`src/rtl/seq_map_defines.svh`:
```
// Purpose: constants of the sequence input signal mapper
// Assumes: byte addresses on a 32-bit Avalon-MM slave
// Notes:   definitions only
`ifndef SEQ_MAP_DEFINES_SVH
`define SEQ_MAP_DEFINES_SVH

// ==========================================================
// register offsets
`define SELECT_A_OFFSET   4'h0
`define ACTIVE_MAP_OFFSET 4'h4
`define RESTART_OFFSET    4'h8
`define SIGNAL_OFFSET     4'hC

// ==========================================================
// reset values and fields
`define SELECT_A_RESET    16'h2100
`define FACTORY_CODES     12'h210
`define MODE_FACTORY      4'h0
`define MODE_PER_SIGNAL   4'h1
`define RESTART_BIT       0
`define TERMINAL_COUNT    7

// ==========================================================
// field codes
`define CODE_LAST_NORMAL  4'h6
`define CODE_FIXED_ON     4'h7
`define CODE_FIXED_OFF    4'h8
`define CODE_FIRST_REV    4'h9

`endif

```
`src/rtl/seq_map_pkg.sv`:
```
// Purpose: types of the sequence input signal mapper
// Assumes: seq_map_defines.svh holds the numbers
// Notes:   none
package seq_map_pkg;

  // ========================================================
  // setting word, digit 3 down to digit 0
  typedef struct packed {
    logic [3:0] prohibit_code;
    logic [3:0] pcon_code;
    logic [3:0] servo_on_code;
    logic [3:0] mode;
  } select_word_s;

  // ========================================================
  // logical control signals
  typedef struct packed {
    logic forward_run_prohibit;
    logic proportional_control_select;
    logic servo_on;
  } seq_signals_s;

  typedef enum logic [1:0] {
    FIELD_SERVO_ON,
    FIELD_PCON,
    FIELD_PROHIBIT
  } field_e;

endpackage : seq_map_pkg

```
`src/rtl/input_field_decoder.sv`:
```
// Purpose: decode one mapping code against the terminals
// Assumes: terminal bit high means input closed
// Notes:   combinational
`timescale 1ns/1ps
`include "seq_map_defines.svh"

module input_field_decoder #(
  parameter bit PROHIBIT_FIELD = 1'b0
) (
  input  wire logic [3:0]                   code,
  input  wire logic [`TERMINAL_COUNT-1:0]   terminal_in,
  output logic                              level
);

  // ========================================================
  // code decode
  logic [3:0] index;
  logic       pin;

  always_comb begin
    index = 4'h0;
    pin   = 1'b0;
    level = 1'b0;
    if (code <= `CODE_LAST_NORMAL) begin
      index = code;
      pin   = terminal_in[index[2:0]];
      level = PROHIBIT_FIELD ? ~pin : pin;
    end else if (code == `CODE_FIXED_ON) begin
      level = 1'b1;
    end else if (code == `CODE_FIXED_OFF) begin
      level = 1'b0;
    end else begin
      index = code - `CODE_FIRST_REV;
      pin   = terminal_in[index[2:0]];
      level = PROHIBIT_FIELD ? pin : ~pin;
    end
  end

endmodule : input_field_decoder

```
`src/rtl/sequence_input_signal_mapper.sv`:
```
// Purpose: route sequence input terminals to control signals
// Assumes: single clock, Avalon-MM slave with waitrequest
// Notes:   routing changes only on reset or restart
`timescale 1ns/1ps
`include "seq_map_defines.svh"

module sequence_input_signal_mapper (
  input  wire logic                         core_clk,
  input  wire logic                         resetn,
  input  wire logic [3:0]                   address,
  input  wire logic                         read,
  input  wire logic                         write,
  input  wire logic [3:0]                   byteenable,
  input  wire logic [31:0]                  writedata,
  output logic [31:0]                       readdata,
  output logic                              waitrequest,
  input  wire logic [`TERMINAL_COUNT-1:0]   terminal_in,
  output seq_map_pkg::seq_signals_s         seq_out
);

  // ========================================================
  // bus handshake: one wait cycle per access
  logic ack_reg;
  logic access;
  logic wr_go;
  logic rd_go;

  assign access      = read | write;
  assign waitrequest = access & ~ack_reg;
  assign wr_go       = write & ack_reg;
  assign rd_go       = read & ~ack_reg;

  always_ff @(posedge core_clk or negedge resetn) begin
    if (!resetn) begin
      ack_reg <= 1'b0;
    end else begin
      ack_reg <= access & ~ack_reg;
    end
  end

  // ========================================================
  // setting word and restart request
  logic [15:0]                select_a_reg;
  logic                       restart_reg;
  seq_map_pkg::select_word_s  active_map_reg;
  seq_map_pkg::select_word_s  active_map_next;

  always_ff @(posedge core_clk or negedge resetn) begin
    if (!resetn) begin
      select_a_reg <= `SELECT_A_RESET;
    end else if (wr_go && address == `SELECT_A_OFFSET) begin
      if (byteenable[0]) begin
        select_a_reg[7:0] <= writedata[7:0];
      end
      if (byteenable[1]) begin
        select_a_reg[15:8] <= writedata[15:8];
      end
    end
  end

  always_ff @(posedge core_clk or negedge resetn) begin
    if (!resetn) begin
      restart_reg <= 1'b0;
    end else begin
      restart_reg <= wr_go && address == `RESTART_OFFSET &&
                     byteenable[0] && writedata[`RESTART_BIT];
    end
  end

  // ========================================================
  // active routing, loaded only by reset or restart
  always_comb begin
    active_map_next = active_map_reg;
    if (restart_reg) begin
      active_map_next = seq_map_pkg::select_word_s'(select_a_reg);
    end
  end

  always_ff @(posedge core_clk or negedge resetn) begin
    if (!resetn) begin
      active_map_reg <= seq_map_pkg::select_word_s'(`SELECT_A_RESET);
    end else begin
      active_map_reg <= active_map_next;
    end
  end

  // ========================================================
  // allocation mode and per-field decoding
  logic [11:0] codes;
  logic [2:0]  levels;

  always_comb begin
    if (active_map_reg.mode == `MODE_PER_SIGNAL) begin
      codes = {active_map_reg.prohibit_code, active_map_reg.pcon_code,
               active_map_reg.servo_on_code};
    end else begin
      codes = `FACTORY_CODES;
    end
  end

  genvar g;
  generate
    for (g = 0; g < 3; g++) begin : gen_field
      input_field_decoder #(
        .PROHIBIT_FIELD (g == int'(seq_map_pkg::FIELD_PROHIBIT))
      ) u_dec (
        .code        (codes[4*g +: 4]),
        .terminal_in (terminal_in),
        .level       (levels[g])
      );
    end
  endgenerate

  always_ff @(posedge core_clk or negedge resetn) begin
    if (!resetn) begin
      seq_out <= '0;
    end else begin
      seq_out.servo_on                    <= levels[0];
      seq_out.proportional_control_select <= levels[1];
      seq_out.forward_run_prohibit        <= levels[2];
    end
  end

  // ========================================================
  // read data
  always_ff @(posedge core_clk or negedge resetn) begin
    if (!resetn) begin
      readdata <= 32'h00000000;
    end else if (rd_go) begin
      case (address)
        `SELECT_A_OFFSET:   readdata <= {16'h0000, select_a_reg};
        `ACTIVE_MAP_OFFSET: readdata <= {16'h0000, active_map_reg};
        `SIGNAL_OFFSET:     readdata <= {29'h00000000, seq_out};
        default:            readdata <= 32'h00000000;
      endcase
    end
  end

  // ========================================================
  // checks
  a_map_holds: assert property (
    @(posedge core_clk) disable iff (!resetn)
    !restart_reg |=> $stable(active_map_reg))
    else $error("active map changed without restart");

  a_map_loads: assert property (
    @(posedge core_clk) disable iff (!resetn)
    restart_reg |=> active_map_reg == $past(select_a_reg))
    else $error("restart did not load setting word");

  a_factory_mode: assert property (
    @(posedge core_clk) disable iff (!resetn)
    active_map_reg.mode != `MODE_PER_SIGNAL |=>
      seq_out == {!$past(terminal_in[2]), $past(terminal_in[1]),
                  $past(terminal_in[0])})
    else $error("factory allocation not used");

  a_servo_normal: assert property (
    @(posedge core_clk) disable iff (!resetn)
    codes[3:0] <= 4'h6 |=>
      seq_out.servo_on == $past(terminal_in[codes[2:0]]))
    else $error("servo-on normal polarity wrong");

  a_servo_reverse: assert property (
    @(posedge core_clk) disable iff (!resetn)
    codes[3:0] >= 4'h9 |=>
      seq_out.servo_on != $past(terminal_in[3'(codes[3:0] - 4'h9)]))
    else $error("servo-on reverse polarity wrong");

  a_servo_fixed: assert property (
    @(posedge core_clk) disable iff (!resetn)
    codes[3:0] == 4'h7 |=> seq_out.servo_on)
    else $error("servo-on fixed-on wrong");

  a_servo_released: assert property (
    @(posedge core_clk) disable iff (!resetn)
    codes[3:0] == 4'h8 |=> !seq_out.servo_on)
    else $error("servo-on fixed-off wrong");

  a_pcon_normal: assert property (
    @(posedge core_clk) disable iff (!resetn)
    codes[7:4] <= 4'h6 |=>
      seq_out.proportional_control_select == $past(terminal_in[codes[6:4]]))
    else $error("proportional select normal polarity wrong");

  a_pcon_reverse: assert property (
    @(posedge core_clk) disable iff (!resetn)
    codes[7:4] >= 4'h9 |=> seq_out.proportional_control_select !=
      $past(terminal_in[3'(codes[7:4] - 4'h9)]))
    else $error("proportional select reverse polarity wrong");

  a_pcon_fixed: assert property (
    @(posedge core_clk) disable iff (!resetn)
    codes[7:4] == 4'h7 |=> seq_out.proportional_control_select)
    else $error("proportional select fixed-on wrong");

  a_pcon_released: assert property (
    @(posedge core_clk) disable iff (!resetn)
    codes[7:4] == 4'h8 |=> !seq_out.proportional_control_select)
    else $error("proportional select fixed-off wrong");

  a_prohibit_normal: assert property (
    @(posedge core_clk) disable iff (!resetn)
    codes[11:8] <= 4'h6 |=> seq_out.forward_run_prohibit ==
      !$past(terminal_in[codes[10:8]]))
    else $error("forward prohibit normal polarity wrong");

  a_prohibit_reverse: assert property (
    @(posedge core_clk) disable iff (!resetn)
    codes[11:8] >= 4'h9 |=> seq_out.forward_run_prohibit ==
      $past(terminal_in[3'(codes[11:8] - 4'h9)]))
    else $error("forward prohibit reverse polarity wrong");

  a_prohibit_on: assert property (
    @(posedge core_clk) disable iff (!resetn)
    codes[11:8] == 4'h7 |=> seq_out.forward_run_prohibit)
    else $error("forward prohibit not forced");

  a_prohibit_off: assert property (
    @(posedge core_clk) disable iff (!resetn)
    codes[11:8] == 4'h8 |=> !seq_out.forward_run_prohibit)
    else $error("forward prohibit not released");

  a_one_wait: assert property (
    @(posedge core_clk) disable iff (!resetn)
    $rose(access) |-> waitrequest ##1 !waitrequest)
    else $error("access not answered after one wait");

endmodule : sequence_input_signal_mapper

```
`config.mk`:
```
export PLATFORM = sky130hd
export DESIGN_NAME = sequence_input_signal_mapper
export DESIGN_NICKNAME = d
export VERILOG_FILES = /design/src/rtl/seq_map_pkg.sv /design/src/rtl/input_field_decoder.sv /design/src/rtl/sequence_input_signal_mapper.sv
export VERILOG_INCLUDE_DIRS = /design/src /design/src/rtl
export SDC_FILE = /design/constraint.sdc
export NUM_CORES = 1
export LEC_CHECK = 0
export BUFFER_PORTS_ARGS = -buffer_cell sky130_fd_sc_hd__buf_2
export CAP_MARGIN = 40
export CELL_PAD_IN_SITES_DETAIL_PLACEMENT = 1
export CELL_PAD_IN_SITES_GLOBAL_PLACEMENT = 1
export CORE_MARGIN = 2
export CORE_UTILIZATION = 39
export DETAILED_ROUTE_END_ITERATION = 8
export GPL_TIMING_DRIVEN = 0
export MAX_ROUTING_LAYER = met4
export PLACE_DENSITY = 0.89
export SLEW_MARGIN = 20
export SYNTH_ARGS = -nofsm -noshare
export SYNTH_HDL_FRONTEND = slang
export SYNTH_SLANG_ARGS = --single-unit
```
`constraint.sdc`:
```
create_clock -name core_clk -period 2.2 [get_ports core_clk]
set_input_delay 0.33 -clock core_clk [delete_from_list [all_inputs] [get_ports core_clk]]
set_output_delay 0.33 -clock core_clk [all_outputs]
set_load 0.05 [all_outputs]
```
==> results of run 1 <==
==> cell usage after synthesis (all sizes together), types with 2 or more instances <==
library cell | instances | area (um^2)
nor2 | 11 | 41.29
nor3 | 4 | 20.02
a22oi | 14 | 105.1
nand4 | 2 | 12.51
a31oi | 6 | 37.54
nor4b | 2 | 38.78
nor2b | 4 | 32.53
a21oi | 3 | 15.01
and4 | 2 | 17.52
nand2 | 24 | 90.09
mux2 | 29 | 326.6
nand3b | 2 | 15.01
buf | 24 | 193.9
dfrtp | 49 | 1226
nand3 | 2 | 10.01
clkbuf | 12 | 46.29
dfstp | 4 | 105.1
o2111ai | 4 | 35.03
o22ai | 4 | 25.02
inv | 7 | 26.28
mux2i | 6 | 60.06
nor3b | 3 | 22.52
nand2b | 6 | 37.54
o21ai | 21 | 146.4
==> logic make-up (layout without fill, tap and decap cells) <==
family	count (synthesis)	in the layout	synth area share [%]
AO/OA/AOI/OAI	61	61	15.42
other	1	16	0.1309
buffers and inverters	43	100	9.305
flip-flops	53	53	46.48
AND/OR/NAND/NOR	69	69	14.37
multiplexers	36	36	14.29
==> final timing paths <==
kind | start | to | slack, ns | cells past startpoint
setup / recovery | active_map_reg[8] | seq_out[1] | 0.31 | 5
hold / removal | resetn | active_map_reg[2] | 0.04 | 1
setup reg to reg | active_map_reg[8] | seq_out[1] | 0.31 | 5
hold reg to reg | readdata[10] | readdata[10] | 0.48 | 2
max in group asynchronous | resetn | readdata[12] | 1.72 | 1
min in group core_clk | writedata[13] | select_a_reg[13] | 0.24 | 2
==> critical path, cell delays in order, from the launching register on <==
cell and delay (ns):
dfstp_2 0.53, clkbuf_1 0.34, mux4_2 0.55, nand2_1 0.08
nand4_1 0.10, o22ai_1 0.21
==> report_power, final <==
group          internal, uW  leakage [uW]  switching, uW
logic                   120      0.000825            211
clock network           371     0.0000585            320
registers              1030      0.000707           47.9
total                  1520       0.00159            580
==> placed cells by master, fill, tap and decap left out, types with 3 or more instances in the layout <==
cell       instances
a21oi_1            3
a22oi_1           14
a31oi_1            6
buf_2             49
buf_4             20
clkbuf_1          12
clkbuf_8           6
conb_1            16
dfrtp_1           49
dfstp_2            4
inv_1              7
mux2_1             8
mux2_2            21
mux2i_1            6
nand2_1           24
nand2b_1           6
nor2_1            11
nor2b_1            3
nor3_1             4
nor3b_1            3
o2111ai_1          4
o21ai_0           10
o21ai_2           11
o22ai_1            4
==> layer usage <==
layer | vias to the layer above | routed length [um] | track usage (%)
li1 | 1051 | - | -
met1 | 1146 | 3190 | 25.48
met2 | 58 | 3739 | 33.82
met3 | 9 | 303 | 3.016
met4 | 0 | 102 | 5.563
met5 | - | 0 | -
==> metrics by stage <==
step / setup slack [ns] / cell area (um^2) / utilization, %
floorplan: 0.5210 / 2920 / -
global placement: 0.3953 / 3289 / 45.84
detailed placement: 0.3241 / 3292 / 45.88
CTS: 0.2878 / 3408 / 47.50
global route: 0.1224 / 3408 / 47.50
finish: 0.3059 / 3408 / 47.50
==> area by class of cell <==
cell class,count,area (um^2)
fillers,841,3767
clock inverters,1,30.03
multi-input cells,182,1323
repair buffers,49,247.7
plain buffers,36,240.2
inverters,7,26.28
clock buffers,7,86.33
flip-flops and latches,53,1331
well taps,99,123.9
==> reports/metrics.yaml, run 1 <==
worst_setup_path_end_kind: "flip-flop"
port_buffers: 49
drt_iter0_markers: 73
viasPerCell: 5.217
cts_resized: 0
syn_area_um2: 2864
grt_use_total_pct: 20.18
syn-instance-count: 263
die_y_um: 89.70
total_power_uw: 2105
avgSynthCellArea_um2: 10.89
finalSetupViolations: 0
clock_sinks: 53
min_period_ns: 1.894
die-area_um2: 8045
post-route-period-util_pct: 86.09
fmax_mhz: 528.0
grt_pass1_wl_um: 11850
cts_setup_buffers: 0
whs_ns: 0.03981
ys_seq_elements: 53
startpoint_type: "flip-flop"
htree_num_levels: 2
die_x_um: 89.70
area_delta_synth_final_pct: 19.00
ant_nets: 0
clk_latency_ns: 0.31
hold_buffers: 0
ys_seq_area_share_pct: 46.48
p_per_area_nw_per_um2: 617.5
rows: 31
grt_max_degree: 54
grt_pass1_vias: 2309
synth_edf_count: 0
cts_buffers: 5
hold_class: "in -> async"
hold_viol: 0
final_max_slew_viol_count: 0
grt_setup_unrepaired: "false"
cts_tree: "done"
max-cap-violations: 0
p_leak_uw: 0.001591
clockRootBuffer: "clkbuf_8"
wirelength_um: 7335
async_flop_share_pct: 100.0
antenna_found_initial: 0
ir_worst_vdd_uv: 341.7
gp_congestion: 0.8452
clock_skew_ns: 0.007572
diodes: 0
nNetsFinal: 385
clock_path_buffers: 2
dr.pass1.iters: 4
synth-main-ff-cell: "dfrtp_1"
clkSlewWorstSetupHoldPaths_ns: 0.10
remaining_drc_errors: 0
design.core.area_um2: 7176
gr-total-overflow: 0
worst_pin_slew_ns: 0.6572
slew_headroom_pct: 56.19
wl_per_cell_um: 16.90
outcome: "finished clean"
crit_required_ns: 2.43
start_util_pct: 39.91
dp_cells: 426
num_vias: 2264
critPathArrivalTime_ns: 2.13
dp_hpwl_um: 5579
instances_no_fill: 434
layout-drive-gt1-share_pct: 37.01
yosys_warnings: 0
cp_max_fo: 10
crit_type: "reg -> reg"
ios: 87
tns_ns: 0
ys_types: 51
No activity file was read; power rests on OpenSTA's default activity.
==> run 2, diff against run 1 <==
==> constraint.sdc (replaced) <==
create_clock -name core_clk -period 1.9 [get_ports core_clk]
set_input_delay 0.285 -clock core_clk [delete_from_list [all_inputs] [get_ports core_clk]]
set_output_delay 0.285 -clock core_clk [all_outputs]
set_load 0.05 [all_outputs]
==> run 2 against run 1 <==
The flow now finishes with violations (hold timing). Final area is 0.22% lower. Critical endpoint is now seq_out[2]. Largest cell class unchanged. Sequential power is 16% higher. Combinational power is 15% higher. Largest power group unchanged. Fmax is 10% higher. First-iteration DRC count is 5.5% higher. Global-route usage hardly changed. Core utilization is 0.10 points lower. Clock power is 15% higher. Register-to-register slack worse by 0.12 ns. Flip-flop and latch count stayed put. Clock-buffer cell count stayed put.
==> reports/metrics.yaml, run 2 (synthesized netlist as in run 1, its figures left out) <==
ios: 87  # unchanged
p_leak_uw: 0.001589  # was 0.001591 uW
startpoint_type: "flip-flop"  # unchanged
whs_ns: -0.0002248  # was 0.03981 ns
post-route-period-util_pct: 90.24  # was 86.09%
layout-drive-gt1-share_pct: 37.24  # was 37.01%
total_power_uw: 2431  # was 2105 uW
clock_skew_ns: 0.007615  # was 0.007572 ns
critPathArrivalTime_ns: 1.89  # was 2.13 ns
die-area_um2: 8045  # unchanged
htree_num_levels: 2  # unchanged
wirelength_um: 7320  # was 7335 um
die_x_um: 89.70  # unchanged
wl_per_cell_um: 16.94  # was 16.90 um
nNetsFinal: 383  # was 385
tns_ns: 0  # unchanged
min_period_ns: 1.715  # was 1.894 ns
start_util_pct: 39.91  # unchanged
grt_pass1_wl_um: 11820  # was 11,850 um
grt_use_total_pct: 20.16  # was 20.18%
p_comb_share_pct: 15.7  # was 15.8%
diodes: 0  # unchanged
drt_iter0_markers: 77  # was 73
num_vias: 2266  # was 2,264
design.core.area_um2: 7176  # unchanged
area_delta_synth_final_pct: 18.74  # was 19.00%
worst_setup_path_end_kind: "flip-flop"  # unchanged
hold_class: "in -> async"  # unchanged
gr-total-overflow: 0  # unchanged
clock_sinks: 53  # unchanged
clkSlewWorstSetupHoldPaths_ns: 0.10  # about the same
cts_setup_buffers: 0  # unchanged
dp_hpwl_um: 5579  # unchanged
layout_common_cells: "buf_2 (49), dfrtp_1 (49), nand2_1 (24)"  # unchanged
hold_viol: 4  # was 0
viasPerCell: 5.245  # was 5.217
final_max_slew_viol_count: 0  # unchanged
cp_num_cells: 3  # was 5
clockRootBuffer: "clkbuf_8"  # unchanged
worst_path_max_delay_cell: "or4b_4"  # was mux4_2
gp_congestion: 0.8452  # unchanged
ir_worst_vdd_uv: 397.4  # was 341.7 uV
dr.pass1.iters: 4  # unchanged
grt_pass1_vias: 2312  # was 2,309
p_switching_uw: 665.4  # was 579.7 uW
slew_headroom_pct: 56.49  # was 56.19%
remaining_drc_errors: 0  # unchanged
finalSetupViolations: 0  # unchanged
clk_latency_ns: 0.31  # about the same
max_stage_delay_ns: 0.62  # was 0.55 ns
p_per_area_nw_per_um2: 714.8  # was 617.5 nW/um^2
grt_setup_unrepaired: "false"  # unchanged
crit_required_ns: 2.07  # was 2.43 ns
fmax_mhz: 583.3  # was 528.0 MHz
cts_tree: "done"  # unchanged
crit_chain: "or4b_4 -> a2111oi_0 -> a31oi_1"  # was clkbuf_1 -> mux4_2 -> nand2_1 -> nand4_1 -> o22ai_1
cp_top_family: "simple AND/OR/NAND/NOR gates"  # was multiplexers
pwr-share-seq_pct: 51.5  # was 51.4%
outcome: "finished with violations"  # was finished clean
cp_num_buf_inv: 0  # was 1
violations: "hold timing"
ant_nets: 0  # unchanged
grt_max_degree: 54  # unchanged
max-cap-violations: 0  # unchanged
cp_max_fo: 5  # was 10
p_int_uw: 1765  # was 1525 uW
rows: 31  # unchanged
pwr-share-clk_pct: 32.7  # was 32.9%
clock_path_buffers: 2  # unchanged
port_buffers: 49  # unchanged
die_y_um: 89.70  # unchanged
switching_share_pct: 27.37  # was 27.55%
worst_pin_slew_ns: 0.6527  # was 0.6572 ns
r2r_slack_ns: 0.19  # was 0.31 ns
crit_type: "reg -> reg"  # unchanged
antenna_found_initial: 0  # unchanged
hold_buffers: 0  # unchanged
reg2reg_depth: 3  # was 5
cts_buffers: 5  # unchanged
## run 2: cell count changes in the layout (fill, tap and decap cells not counted)
cell      delta
clkbuf_1     -2
## run 2: power by group through the flow
stage	registers (uW)	logic (uW)	clock network, uW
2_1_floorplan	1280	250	0
3_3_place_gp	1270	368	0
3_5_place_dp	1270	385	0
4_1_cts	1250	385	820
5_1_grt	1260	416	858
6_report	1250	382	795
## run 2: routing by layer
layer | global-route usage, % | vias up | routed length [um]
li1 | - | 1048 | -
met1 | 25.48 | 1150 | 3227
met2 | 33.76 | 59 | 3684
met3 | 3.016 | 9 | 304
met4 | 5.563 | 0 | 104
met5 | - | - | 0
## run 2: worst reg2reg max path: cells and delay by family (launching register included)
family	cells	cell delay, ns
AND/OR/NAND/NOR	1	0.62
AO/OA/AOI/OAI	2	0.51
flip-flops	1	0.46
## run 2: layout make-up
| type | instances | area, um^2 |
|---|---|---|
| Fill cell | 838 | 3775 |
| Sequential cell | 53 | 1331 |
| Multi-Input combinational cell | 182 | 1323 |
| Timing Repair Buffer | 49 | 247.7 |
| Buffer | 34 | 232.7 |
| Tap cell | 99 | 123.9 |
| Clock buffer | 7 | 86.33 |
| Clock inverter | 1 | 30.03 |
| Inverter | 7 | 26.28 |
## run 2: final timing paths
path,from,end
min in group core_clk,writedata[13],select_a_reg[13]
worst min register to register,readdata[10],readdata[10]
worst min-delay path,resetn,select_a_reg[0]
worst max-delay path,active_map_reg[3],seq_out[2]
max in group asynchronous,resetn,readdata[12]
worst max register to register,active_map_reg[3],seq_out[2]
## run 2: what timing repair did
item                       CTS  global route
cloned                       0             0
gates resized for setup      0             0
setup endpoints to repair    1             4
## run 2: metrics by stage
stage                     area, um^2  cells  util (%)  setup WS [ns]  hold slack (ns)
after CTS                       3405    433     47.45        0.06947          0.01943
final                           3401    432     47.39         0.1855       -0.0002248
after global placement          3289    426     45.84         0.1070           0.4571
after floorplan                 2920    278         -         0.2210         -0.01059
after detailed placement        3292    426     45.88        0.02682           0.3602
after global routing            3401    432     47.39         0.1116          0.04038
==> run 3, diff against run 2 <==
--- a/config.mk
+++ b/config.mk
@@ -14,6 +14,7 @@
 export CORE_UTILIZATION = 39
 export DETAILED_ROUTE_END_ITERATION = 8
 export GPL_TIMING_DRIVEN = 0
+export HOLD_SLACK_MARGIN = 0.12
 export MAX_ROUTING_LAYER = met4
 export PLACE_DENSITY = 0.89
 export SLEW_MARGIN = 20
==> run 3 against run 2 <==
The run now ends clean. Clock skew about the same. Clock power about the same. Sequential share of layout area fell by 0.11 points. Critical path type unchanged. Core utilization rose by 0.14 points. Non-clock buffer count up 1. Total power hardly changed. Final area rose by 0.29%. First-iteration DRC count fell by 1.3%. Register-to-register slack about the same.
==> reports/metrics.yaml, run 3 (synthesized netlist as in run 1, its figures left out) <==
port_buffers: 49  # unchanged
num_vias: 2273  # was 2,266
worst_pin_slew_ns: 0.6510  # was 0.6527 ns
gp_congestion: 0.8452  # unchanged
worst_setup_path_end_kind: "flip-flop"  # unchanged
crit_required_ns: 2.07  # about the same
die-area_um2: 8045  # unchanged
r2r_slack_ns: 0.18  # was 0.19 ns
p_leak_uw: 0.001593  # was 0.001589 uW
detailed_place.area_um2: 3292  # unchanged
dr.pass1.iters: 5  # was 4
finalSetupViolations: 0  # unchanged
grt_setup_unrepaired: "false"  # unchanged
grt_pass1_vias: 2318  # was 2,312
clockRootBuffer: "clkbuf_8"  # unchanged
hold_class: "in -> reg"  # was in -> async
p_per_area_nw_per_um2: 713.0  # was 714.8 nW/um^2
grt_max_degree: 54  # unchanged
die_x_um: 89.70  # unchanged
max-cap-violations: 0  # unchanged
cts_tree: "done"  # unchanged
grt_util_met2_pct: 33.89  # was 33.76%
finalInstanceArea_um2: 3411  # was 3401 um^2
crit_type: "reg -> reg"  # unchanged
busiest_layer: "met2"  # unchanged
clkSlewWorstSetupHoldPaths_ns: 0.10  # about the same
htree_num_levels: 2  # unchanged
clock_skew_ns: 0.007893  # was 0.007615 ns
rows: 31  # unchanged
cts_buffers: 5  # unchanged
ant_nets: 0  # unchanged
grtUsageMet1_pct: 25.48  # unchanged
r2r-start: "active_map_reg[3]"  # unchanged
remaining_drc_errors: 0  # unchanged
clk_latency_ns: 0.31  # about the same
drt_iter0_markers: 76  # was 77
clock_sinks: 53  # unchanged
post-route-period-util_pct: 90.38  # was 90.24%
worst_slack_ns: 0.1829  # was 0.1855 ns
cts_resized: 0  # unchanged
instances_no_fill: 433  # was 432
grt_pass1_wl_um: 11840  # was 11,820 um
dp_hpwl_um: 5579  # unchanged
hp-start: "writedata[13]"
viasPerCell: 5.249  # was 5.245
slew_headroom_pct: 56.60  # was 56.49%
start_util_pct: 39.91  # unchanged
area_delta_synth_final_pct: 19.09  # was 18.74%
clock_path_buffers: 2  # unchanged
nNetsFinal: 384  # was 383
startpoint_type: "flip-flop"  # unchanged
outcome: "finished clean"  # was finished with violations
antenna_found_initial: 0  # unchanged
design.core.area_um2: 7176  # unchanged
use_met3_pct: 3.016  # unchanged
cp_max_fo: 5  # unchanged
grt_use_total_pct: 20.20  # was 20.16%
startpoint: "active_map_reg[3]"  # unchanged
gr-total-overflow: 0  # unchanged
hold_viol: 0  # was 4
diodes: 0  # unchanged
min_period_ns: 1.717  # was 1.715 ns
ios: 87  # unchanged
ir_worst_vdd_uv: 396.5  # was 397.4 uV
total_power_uw: 2432  # was 2431 uW
critPathArrivalTime_ns: 1.89  # about the same
wl_per_cell_um: 16.92  # was 16.94 um
tns_ns: 0  # unchanged
fmax_mhz: 582.4  # was 583.3 MHz
die_y_um: 89.70  # unchanged
final_max_slew_viol_count: 0  # unchanged
layout_common_cells: "buf_2 (49), dfrtp_1 (49), nand2_1 (24)"  # unchanged
layout-drive-gt1-share_pct: 37.13  # was 37.24%
place_ws_ns: 0.02682  # unchanged
dp_cells: 426  # unchanged
fill_cells: 837  # was 838
wirelength_um: 7326  # was 7320 um
[run 3: cell count changes in the layout (fill, tap and decap cells not counted), sizes merged]
cell,change
dlygate4sd3,+1
[run 3: worst paths after layout]
kind                                          to  depth (start not counted)
worst max register to register        seq_out[2]                          3
worst min register to register      readdata[10]                          2
worst max-delay path                  seq_out[2]                          3
max in group asynchronous           readdata[12]                          2
worst min-delay path            select_a_reg[13]                          2
min in group asynchronous        select_a_reg[0]                          2
[run 3: critical path, stage by stage (launching register included)]
cell	delay, ns
dfrtp_1	0.46
or4b_4	0.61
a2111oi_0	0.40
a31oi_1	0.11
[run 3: power by group]
group | total [uW] | internal (uW) | switching, uW
Clock | 794 | 430 | 364
Combinational | 384 | 141 | 244
Sequential | 1250 | 1200 | 56.9
[run 3: per-layer routing]
layer	share of wire (%)	vias up
met3	4.1	9
li1	-	1050
met4	1.4	0
met2	51	63
met1	44	1151
met5	0	-
[run 3: area by class of cell]
cell class | instances | area (um^2) | share of cell area, %
clock buffers | 7 | 86.33 | 2.531
well taps | 99 | 123.9 | 3.632
inverters | 7 | 26.28 | 0.7704
flip-flops and latches | 53 | 1331 | 39.03
repair buffers | 50 | 257.7 | 7.557
clock inverters | 1 | 30.03 | 0.8804
multi-input cells | 182 | 1323 | 38.77
plain buffers | 34 | 232.7 | 6.823
[run 3: timing repair]
item	CTS	global route
hold buffers	1	0
buffers inserted	0	0
gates cloned	0	0
endpoints found under the setup margin	1	4
hold endpoints to repair	49	0
pin swaps	0	0
[run 3: metrics by stage]
stage / hold slack (ns) / utilization, %
global route: 0.1828 / 47.53
CTS: 0.1883 / 47.59
global placement: 0.4571 / 45.84
floorplan: -0.01059 / -
detailed placement: 0.3602 / 45.88
finish: 0.1970 / 47.53
